--- src/gla_defs.vh ---
/*
 * Shared constants for the gas level alarm evaluator: alarm type and
 * policy codes, timing counts, default thresholds and indicator codes.
 * Assumes readings and thresholds are signed 16-bit values in tenths of a
 * percent of sensor range (toxic) or tenths of a percent O2 (oxygen).
 */
`ifndef GLA_DEFS_VH
`define GLA_DEFS_VH

// Alarm type codes.
`define GLA_TYPE_NONE      2'h0
`define GLA_TYPE_HIGH      2'h1
`define GLA_TYPE_LOW       2'h2

// Clearing policy codes.
`define GLA_CLR_AUTO       1'h0
`define GLA_CLR_MANUAL     1'h1

// Trouble policy codes.
`define GLA_TRB_HOLD       2'h0
`define GLA_TRB_SET        2'h1
`define GLA_TRB_RESET      2'h2

// Timing in seconds (inhibit also in minutes), and clock rate.
`define GLA_CLK_HZ         100000000
`define GLA_TRIP_DLY_MAX_S 10
`define GLA_CLR_DLY_MAX_S  7200
`define GLA_INHIBIT_MIN    15
`define GLA_INHIBIT_S      (`GLA_INHIBIT_MIN * 60)

// Default thresholds, tenths of a percent.
`define GLA_TOX_A1_TRIP    16'h0064
`define GLA_TOX_A2_TRIP    16'h0032
`define GLA_TOX_A3_TRIP    16'hFF9C
`define GLA_TOX_TROUBLE    16'hFF38
`define GLA_O2_A1_TRIP     16'h00A0
`define GLA_O2_A2_TRIP     16'h00C3
`define GLA_O2_A3_TRIP     16'h00E6

// Indicator identity letters in ASCII.
`define GLA_ID_A           8'h41
`define GLA_ID_W           8'h57
`define GLA_ID_C           8'h43

`endif

--- src/gla_evaluator.v ---
/*
 * Gas level alarm evaluator: three configurable level alarms with trip and
 * clear thresholds, second-based delays, auto or manual clearing, trouble
 * policy, timed inhibit and event timestamps.
 * Assumes a synchronous one-cycle tick once per second, a reading sampled
 * on that tick, and threshold limits supplied from the sensor store.
 */
`timescale 1ns/1ns
`include "gla_defs.vh"

module gla_evaluator (
    // Clock and reset.
    input  wire        clk,
    input  wire        rst,
    // Timing and reading.
    input  wire        sec_tick,
    input  wire [15:0] reading,
    input  wire [31:0] date_time,
    // Sensor store: kind, alarm types and trip limits.
    input  wire        sensor_is_oxygen,
    input  wire        load_defaults,
    input  wire [5:0]  store_type,
    input  wire [15:0] trip_limit_min,
    input  wire [15:0] trip_limit_max,
    // Configuration writes for one selected alarm.
    input  wire [1:0]  cfg_sel,
    input  wire        cfg_trip_we,
    input  wire [15:0] cfg_trip,
    input  wire        cfg_clear_we,
    input  wire [15:0] cfg_clear,
    input  wire        cfg_delay_we,
    input  wire [3:0]  cfg_trip_dly,
    input  wire [12:0] cfg_clear_dly,
    input  wire        cfg_policy_we,
    input  wire        cfg_manual,
    input  wire [1:0]  cfg_trouble_pol,
    // Operator commands.
    input  wire        clear_one,
    input  wire [1:0]  clear_sel,
    input  wire        clear_all,
    input  wire        ext_clear,
    input  wire        inhibit_cmd,
    input  wire        fault_in,
    // Status.
    output reg  [2:0]  alarm_active,
    output reg         any_active,
    output reg         trouble,
    output reg         inhibit_active,
    output reg  [26:0] indicator,
    output reg  [95:0] event_time
);

    localparam [9:0]  INHIBIT_S   = `GLA_INHIBIT_S;

    ////////////////////////////////////////////////////////////////////////////
    // Configuration store.

    reg  [15:0] trip_thr  [0:2];
    reg  [15:0] clear_thr [0:2];
    reg  [3:0]  trip_dly  [0:2];
    reg  [12:0] clear_dly [0:2];
    reg         manual    [0:2];
    reg  [1:0]  trb_pol   [0:2];
    reg  [9:0]  inh_cnt;

    wire signed [15:0] rd = reading;

    // Default trip thresholds by sensor kind.
    function [15:0] dflt_trip;
        input       oxy;
        input [1:0] idx;
        begin
            case (idx)
                2'h0:    dflt_trip = oxy ? `GLA_O2_A1_TRIP : `GLA_TOX_A1_TRIP;
                2'h1:    dflt_trip = oxy ? `GLA_O2_A2_TRIP : `GLA_TOX_A2_TRIP;
                default: dflt_trip = oxy ? `GLA_O2_A3_TRIP : `GLA_TOX_A3_TRIP;
            endcase
        end
    endfunction

    // Limits a clear threshold to its allowed band for the alarm type.
    function [15:0] clamp_clear;
        input [1:0]  typ;
        input [15:0] val;
        input [15:0] trip;
        input [15:0] lmin;
        input [15:0] lmax;
        begin
            clamp_clear = val;
            if (typ == `GLA_TYPE_HIGH) begin
                if ($signed(val) > $signed(trip))
                    clamp_clear = trip;
                else if ($signed(val) < $signed(lmin))
                    clamp_clear = lmin;
            end else if (typ == `GLA_TYPE_LOW) begin
                if ($signed(val) < $signed(trip))
                    clamp_clear = trip;
                else if ($signed(val) > $signed(lmax))
                    clamp_clear = lmax;
            end
        end
    endfunction

    ////////////////////////////////////////////////////////////////////////////
    // Per-alarm conditions.

    reg [2:0] trip_met;
    reg [2:0] clear_met;
    reg [1:0] typ [0:2];
    integer k;

    always @* begin
        for (k = 0; k < 3; k = k + 1) begin
            typ[k] = store_type[2*k +: 2];
            case (typ[k])
                `GLA_TYPE_HIGH: begin
                    trip_met[k]  = rd >= $signed(trip_thr[k]);
                    clear_met[k] = rd <  $signed(clear_thr[k]);
                end
                `GLA_TYPE_LOW: begin
                    trip_met[k]  = rd <= $signed(trip_thr[k]);
                    clear_met[k] = rd >  $signed(clear_thr[k]);
                end
                default: begin
                    trip_met[k]  = 1'b0;
                    clear_met[k] = 1'b1;
                end
            endcase
        end
    end

    ////////////////////////////////////////////////////////////////////////////
    // Delay counters, one trip and one clear counter per alarm.

    wire [11:0] trip_cnt;
    wire [38:0] clear_cnt;
    genvar      g;

    generate
        for (g = 0; g < 3; g = g + 1) begin : dly
            gla_delay_cnt #(
                .WIDTH     (4)
            ) u_trip (
                .clk       (clk),
                .rst       (rst),
                .sec_tick  (sec_tick),
                .hold_zero (~trip_met[g] | alarm_active[g]),
                .limit     (trip_dly[g]),
                .count     (trip_cnt[4*g +: 4])
            );
            gla_delay_cnt #(
                .WIDTH     (13)
            ) u_clear (
                .clk       (clk),
                .rst       (rst),
                .sec_tick  (sec_tick),
                .hold_zero (~clear_met[g] | ~alarm_active[g]),
                .limit     (clear_dly[g]),
                .count     (clear_cnt[13*g +: 13])
            );
        end
    endgenerate

    ////////////////////////////////////////////////////////////////////////////
    // Operator release requests, per alarm.

    wire [2:0] sel_clear;
    wire [2:0] release_req;

    assign sel_clear[0] = clear_one && (clear_sel == 2'h0);
    assign sel_clear[1] = clear_one && (clear_sel == 2'h1);
    assign sel_clear[2] = clear_one && (clear_sel == 2'h2);
    // A request only counts once the alarm's trip condition has gone.
    assign release_req  = (sel_clear | {3{clear_all}} | {3{ext_clear}}) & ~trip_met;

    ////////////////////////////////////////////////////////////////////////////
    // Inhibit timer, trouble flag and summary.

    wire trouble_cond = fault_in | (rd <= $signed(`GLA_TOX_TROUBLE));

    // Inhibit clears alarms and trouble at once, then counts down in seconds.
    always @(posedge clk or posedge rst) begin
        if (rst) begin
            inhibit_active <= 1'b0;
            inh_cnt        <= 10'h000;
            trouble        <= 1'b0;
            any_active     <= 1'b0;
        end else begin
            if (inhibit_cmd) begin
                inhibit_active <= 1'b1;
                inh_cnt        <= INHIBIT_S;
            end else if (inhibit_active && sec_tick) begin
                if (inh_cnt <= 10'h001)
                    inhibit_active <= 1'b0;
                inh_cnt <= inh_cnt - 10'h001;
            end
            trouble    <= trouble_cond & ~inhibit_active & ~inhibit_cmd;
            any_active <= |alarm_active;
        end
    end

    ////////////////////////////////////////////////////////////////////////////
    // Configuration writes.

    integer j;

    always @(posedge clk or posedge rst) begin
        if (rst) begin
            for (j = 0; j < 3; j = j + 1) begin
                trip_thr[j]  <= 16'h0000;
                clear_thr[j] <= 16'h0000;
                trip_dly[j]  <= 4'h0;
                clear_dly[j] <= 13'h0000;
                manual[j]    <= `GLA_CLR_AUTO;
                trb_pol[j]   <= `GLA_TRB_HOLD;
            end
        end else begin
            for (j = 0; j < 3; j = j + 1) begin
                if (load_defaults) begin
                    trip_thr[j]  <= dflt_trip(sensor_is_oxygen, j[1:0]);
                    clear_thr[j] <= dflt_trip(sensor_is_oxygen, j[1:0]);
                end else if (cfg_trip_we && cfg_sel == j[1:0]) begin
                    trip_thr[j]  <= cfg_trip;
                    clear_thr[j] <= cfg_trip;
                end else if (cfg_clear_we && cfg_sel == j[1:0]) begin
                    clear_thr[j] <= clamp_clear(typ[j], cfg_clear, trip_thr[j],
                                                trip_limit_min, trip_limit_max);
                end
                if (cfg_delay_we && cfg_sel == j[1:0]) begin
                    trip_dly[j]  <= (cfg_trip_dly > `GLA_TRIP_DLY_MAX_S) ? 4'hA : cfg_trip_dly;
                    clear_dly[j] <= (cfg_clear_dly > `GLA_CLR_DLY_MAX_S) ? 13'h1C20 : cfg_clear_dly;
                end
                if (cfg_policy_we && cfg_sel == j[1:0]) begin
                    manual[j]  <= cfg_manual;
                    trb_pol[j] <= cfg_trouble_pol;
                end
            end
        end
    end

    ////////////////////////////////////////////////////////////////////////////
    // Alarm state machine.

    integer i;

    always @(posedge clk or posedge rst) begin
        if (rst) begin
            alarm_active <= 3'h0;
            event_time   <= 96'h0;
        end else begin
            for (i = 0; i < 3; i = i + 1) begin
                if (typ[i] == `GLA_TYPE_NONE || inhibit_cmd || inhibit_active) begin
                    alarm_active[i] <= 1'b0;
                end else if (trouble) begin
                    if (trb_pol[i] == `GLA_TRB_SET && !alarm_active[i]) begin
                        alarm_active[i]      <= 1'b1;
                        event_time[32*i+:32] <= date_time;
                    end else if (trb_pol[i] == `GLA_TRB_RESET)
                        alarm_active[i] <= 1'b0;
                end else if (!alarm_active[i]) begin
                    if (sec_tick && trip_met[i] && trip_cnt[4*i +: 4] >= trip_dly[i]) begin
                        alarm_active[i]      <= 1'b1;
                        event_time[32*i+:32] <= date_time;
                    end
                end else if (manual[i] == `GLA_CLR_MANUAL) begin
                    if (release_req[i])
                        alarm_active[i] <= 1'b0;
                end else if (sec_tick && clear_met[i] && clear_cnt[13*i +: 13] >= clear_dly[i]) begin
                    alarm_active[i] <= 1'b0;
                end
            end
        end
    end

    ////////////////////////////////////////////////////////////////////////////
    // Alarm indicators.

    // Identity letter plus one sense bit, high for a rising alarm.
    always @(posedge clk or posedge rst) begin
        if (rst) begin
            indicator <= 27'h0000000;
        end else begin
            indicator <= {`GLA_ID_C, typ[2] == `GLA_TYPE_HIGH,
                          `GLA_ID_W, typ[1] == `GLA_TYPE_HIGH,
                          `GLA_ID_A, typ[0] == `GLA_TYPE_HIGH};
        end
    end

endmodule

////////////////////////////////////////////////////////////////////////////////
// Seconds counter shared by trip and clear delays. It restarts whenever its
// condition fails on a tick and stops at the programmed delay, so the compare
// against the delay stays true for as long as the condition lasts.
module gla_delay_cnt #(
    parameter WIDTH = 4
) (
    // Clock and reset.
    input  wire             clk,
    input  wire             rst,
    // Count control.
    input  wire             sec_tick,
    input  wire             hold_zero,
    input  wire [WIDTH-1:0] limit,
    // Count value.
    output reg  [WIDTH-1:0] count
);

    always @(posedge clk or posedge rst) begin
        if (rst) begin
            count <= {WIDTH{1'b0}};
        end else if (sec_tick) begin
            if (hold_zero)
                count <= {WIDTH{1'b0}};
            else if (count < limit)
                count <= count + {{(WIDTH-1){1'b0}}, 1'b1};
        end
    end

endmodule

--- config.mk ---
export PLATFORM = sky130hd
export DESIGN_NAME = gla_evaluator
export DESIGN_NICKNAME = d
export VERILOG_FILES = /design/src/gla_evaluator.v
export VERILOG_INCLUDE_DIRS = /design/src
export SDC_FILE = /design/constraint.sdc
export NUM_CORES = 1
export LEC_CHECK = 0
export BUFFER_PORTS_ARGS = -buffer_cell sky130_fd_sc_hd__buf_2
export CORE_ASPECT_RATIO = 0.8
export CORE_MARGIN = 2
export CORE_UTILIZATION = 54
export DETAILED_ROUTE_END_ITERATION = 7
export MAX_ROUTING_LAYER = met4
export PLACE_DENSITY = 0.77
export SYNTH_ARGS = -nofsm -noshare
export SYNTH_HDL_FRONTEND = slang
export SYNTH_SLANG_ARGS = --single-unit
--- constraint.sdc ---
create_clock -name clk -period 9.95 [get_ports clk]
set_clock_uncertainty 0.05 [all_clocks]
set_input_delay 0.4975 -clock clk [delete_from_list [all_inputs] [get_ports clk]]
set_output_delay 0.4975 -clock clk [all_outputs]
set_load 0.05 [all_outputs]
==> flow_summary.toml <==
[power]
p_leak_nw = 12.23
p_per_area_nw_per_um2 = 153.7
ir_drop_mv = 0.1218

[cts]
post_cts_buffers = 0
cts_made_buffers = 36
cts_tree = "done"
cts_root_buffer = "clkbuf_16"
clk_latency_ns = 0.55
clk_path_buf_depth = 3
holdBufCountCts = 0
clock_sinks = 323
cts-resized-gates = 0
clkTransAtPathRegs_ns = 0.06
htree_levels = 2

[timing]
maxSlewViolCount = 0
finalHoldViolCount = 0
rsz0062_at_grt = "no"
setup_tns_ns = 0
tightest_slew_ns = 1.468
finalCriticalPeriod_ns = 4.508
slew_headroom_pct = 1.802
fin_crit_sh_pct = 45.30
finalSetupViolations = 0
fmaxAchievable_ghz = 0.2218

[global_routing]
grt_pass1_wl_mm = 121.0
grt_overflow_total = 0
track_usage_pct = 38.63
antenna_found_initial = 7
grt_max_degree = 123
grt_pass1_vias = 19830

[floorplanning]
initial_core_util_pct = 54.53
dieArea_sq_um = 42500
io_pins = 285
coreArea_sq_um = 40460
rows = 66
die_h_microns = 184.8
die_x_microns = 230

[placement]
dp.cells = 3167
place.gp.congestion = 1.033
hpwl_mm = 61.71
io_buffers = 270

[run]
maxCapViolations = 0

[critical_path]
crit_path_max_fanout = 32
r2r.worst_path.cells = 11
crit_required_ns = 10.32
r2r_setup_slack_ns = 5.44
critPathLaunch = "trip_thr[5]"
crit_path_end = "event_time[69]"
criticalPathCategory = "register to register"
timing.rr.start = "trip_thr[5]"
end_kind = "register"
rr_endpoint = "event_time[69]"
worstSetupStartpointType = "register"
worstPathArrival_ns = 4.88

[drt]
drc = 0
ant_nets = 0
first_pass_iters = 6
route.vias.total = 20620
first_iter_violations = 2295
wl_per_cell_microns = 25.02
viasPerCell = 6.366
wl_mm = 81.05

[logic_synthesis]
async_flop_share_pct = 100.0
synth_edf_count = 0
synth_area_sq_um = 22060
synthCells = 2434
synth_ff_type = "dfrtp_1"
avgSynthCellArea_sq_um = 9.065
seq_area_frac_synth_pct = 36.63
synth_seq_cells = 323
yosys_warnings = 0
synth_cell_type_count = 77

[layout]
final_cells = 3239
drive_above_1_share_pct = 19.51
final_nets = 3060
n_fill_cell = 3404
syn_to_final_growth_pct = 13.66

[status]
status = "complete, no violations"

[worst_hold_path]
hold_class = "input port to asynchronous set/reset pin"
==> synth_stat cells, drive strengths merged, types with 35 or more instances <==
library cell	count	area, sq um
ha	243	3040
mux2i	36	360.4
a31oi	42	262.8
nand2	268	1006
nand3	54	270.3
dfrtp	323	8083
nand4	56	350.3
o221ai	35	306.5
o21ai	149	745.7
a21oi	168	852.1
clkbuf	91	341.6
nor2	124	465.5
inv	224	840.8
mux2	131	1475
==> layout make-up <==
| type | count | area [sq um] | area share, % |
|---|---|---|---|
| timing repair buffer | 301 | 1584 | 6.316 |
| clock buffer | 44 | 980.9 | 3.911 |
| sequential | 323 | 8083 | 32.23 |
| tap | 544 | 680.7 | 2.714 |
| multi-input combinational | 1775 | 12630 | 50.37 |
| antenna | 9 | 22.52 | 0.08980 |
| inverter | 224 | 848.3 | 3.383 |
| clock inverter | 19 | 247.7 | 0.9878 |
==> flip-flops by register name, summed over array words and instances, names as in the netlist, 3 cells and up <==
register           count
alarm_active           3
clear_dly             39
clear_thr             48
dly.u_clear.count     39
dly.u_trip.count      12
event_time            96
indicator              4
inh_cnt               10
manual                 3
trb_pol                6
trip_dly              12
trip_thr              48
==> report_power, final <==
group          switching [mW]  internal (mW)
Combinational           0.640          0.322
Sequential             0.0732           1.41
Clock                   0.596          0.815
Total                    1.31           2.54
==> worst max-delay path: stages (launching register included) <==
cell and delay [ns]:
dfrtp_1 0.40, inv_1 0.17, ha_1 0.27, a21oi_1 0.17
o21ai_0 0.23, a21oi_1 0.36, a41oi_1 0.21, a2111o_1 0.54
or2_4 0.27, or3_4 0.39, a21oi_4 0.87, mux2_2 0.42
==> stage by stage <==
step	util (%)	worst slack, ns	cell area [sq um]	hold WS (ns)	total power, mW
after global placement	58.89	5.422	23830	0.4147	2.401
after floorplan	-	0.4612	22110	0.3998	2.089
after detailed placement	58.89	5.339	23830	0.4223	2.428
after CTS	61.92	5.517	25060	0.1294	3.836
final	61.98	5.442	25080	0.1111	3.854
after global routing	61.96	5.286	25070	0.1511	4.008
==> per-layer routing <==
layer | vias to the layer above | GRT usage (%) | wire length [microns]
met3 | 188 | 10.62 | 9367
met5 | - | - | 0
met2 | 1139 | 52.69 | 32830
met4 | 0 | 14.43 | 3261
met1 | 10020 | 54.39 | 35590
li1 | 9276 | - | -
==> how the worst min path moves through the flow <==
stage | from | endpoint | slack (ns) | depth (start not counted)
after detailed placement | clear_dly[14] | clear_dly[14] | 0.42 | 2
after CTS | rst | event_time[44] | 0.13 | 2
final | rst | event_time[1] | 0.11 | 2
after floorplan | clear_dly[14] | clear_dly[14] | 0.40 | 2
after global routing | date_time[30] | event_time[30] | 0.15 | 2
after global placement | clear_dly[15] | clear_dly[15] | 0.41 | 2
==> cells in the final DEF, fill, tap and decap left out, drive strengths merged, types with 36 or more instances in the layout <==
cell,Yosys,layout
mux2,131,131
nand4,56,56
o21ai,149,149
nor2,124,124
inv,224,226
mux2i,36,36
nand2,268,268
a31oi,42,42
dfrtp,323,323
buf,34,301
ha,243,243
nand3,54,54
clkbuf,91,44
a21oi,168,168
==> cells by family (layout without fill, tap and decap cells) <==
logic type | Yosys count | after routing | share of synthesized area (%)
compound gates | 632 | 632 | 18.75
other cells | 2 | 24 | 0.03404
xor+xnor | 22 | 22 | 0.8733
flops | 323 | 323 | 36.63
simple gates | 694 | 694 | 15.07
fa+ha+maj | 245 | 245 | 13.87
buf+inv | 349 | 588 | 6.453
mux | 167 | 167 | 8.319
(Power assumes the default switching activity.)
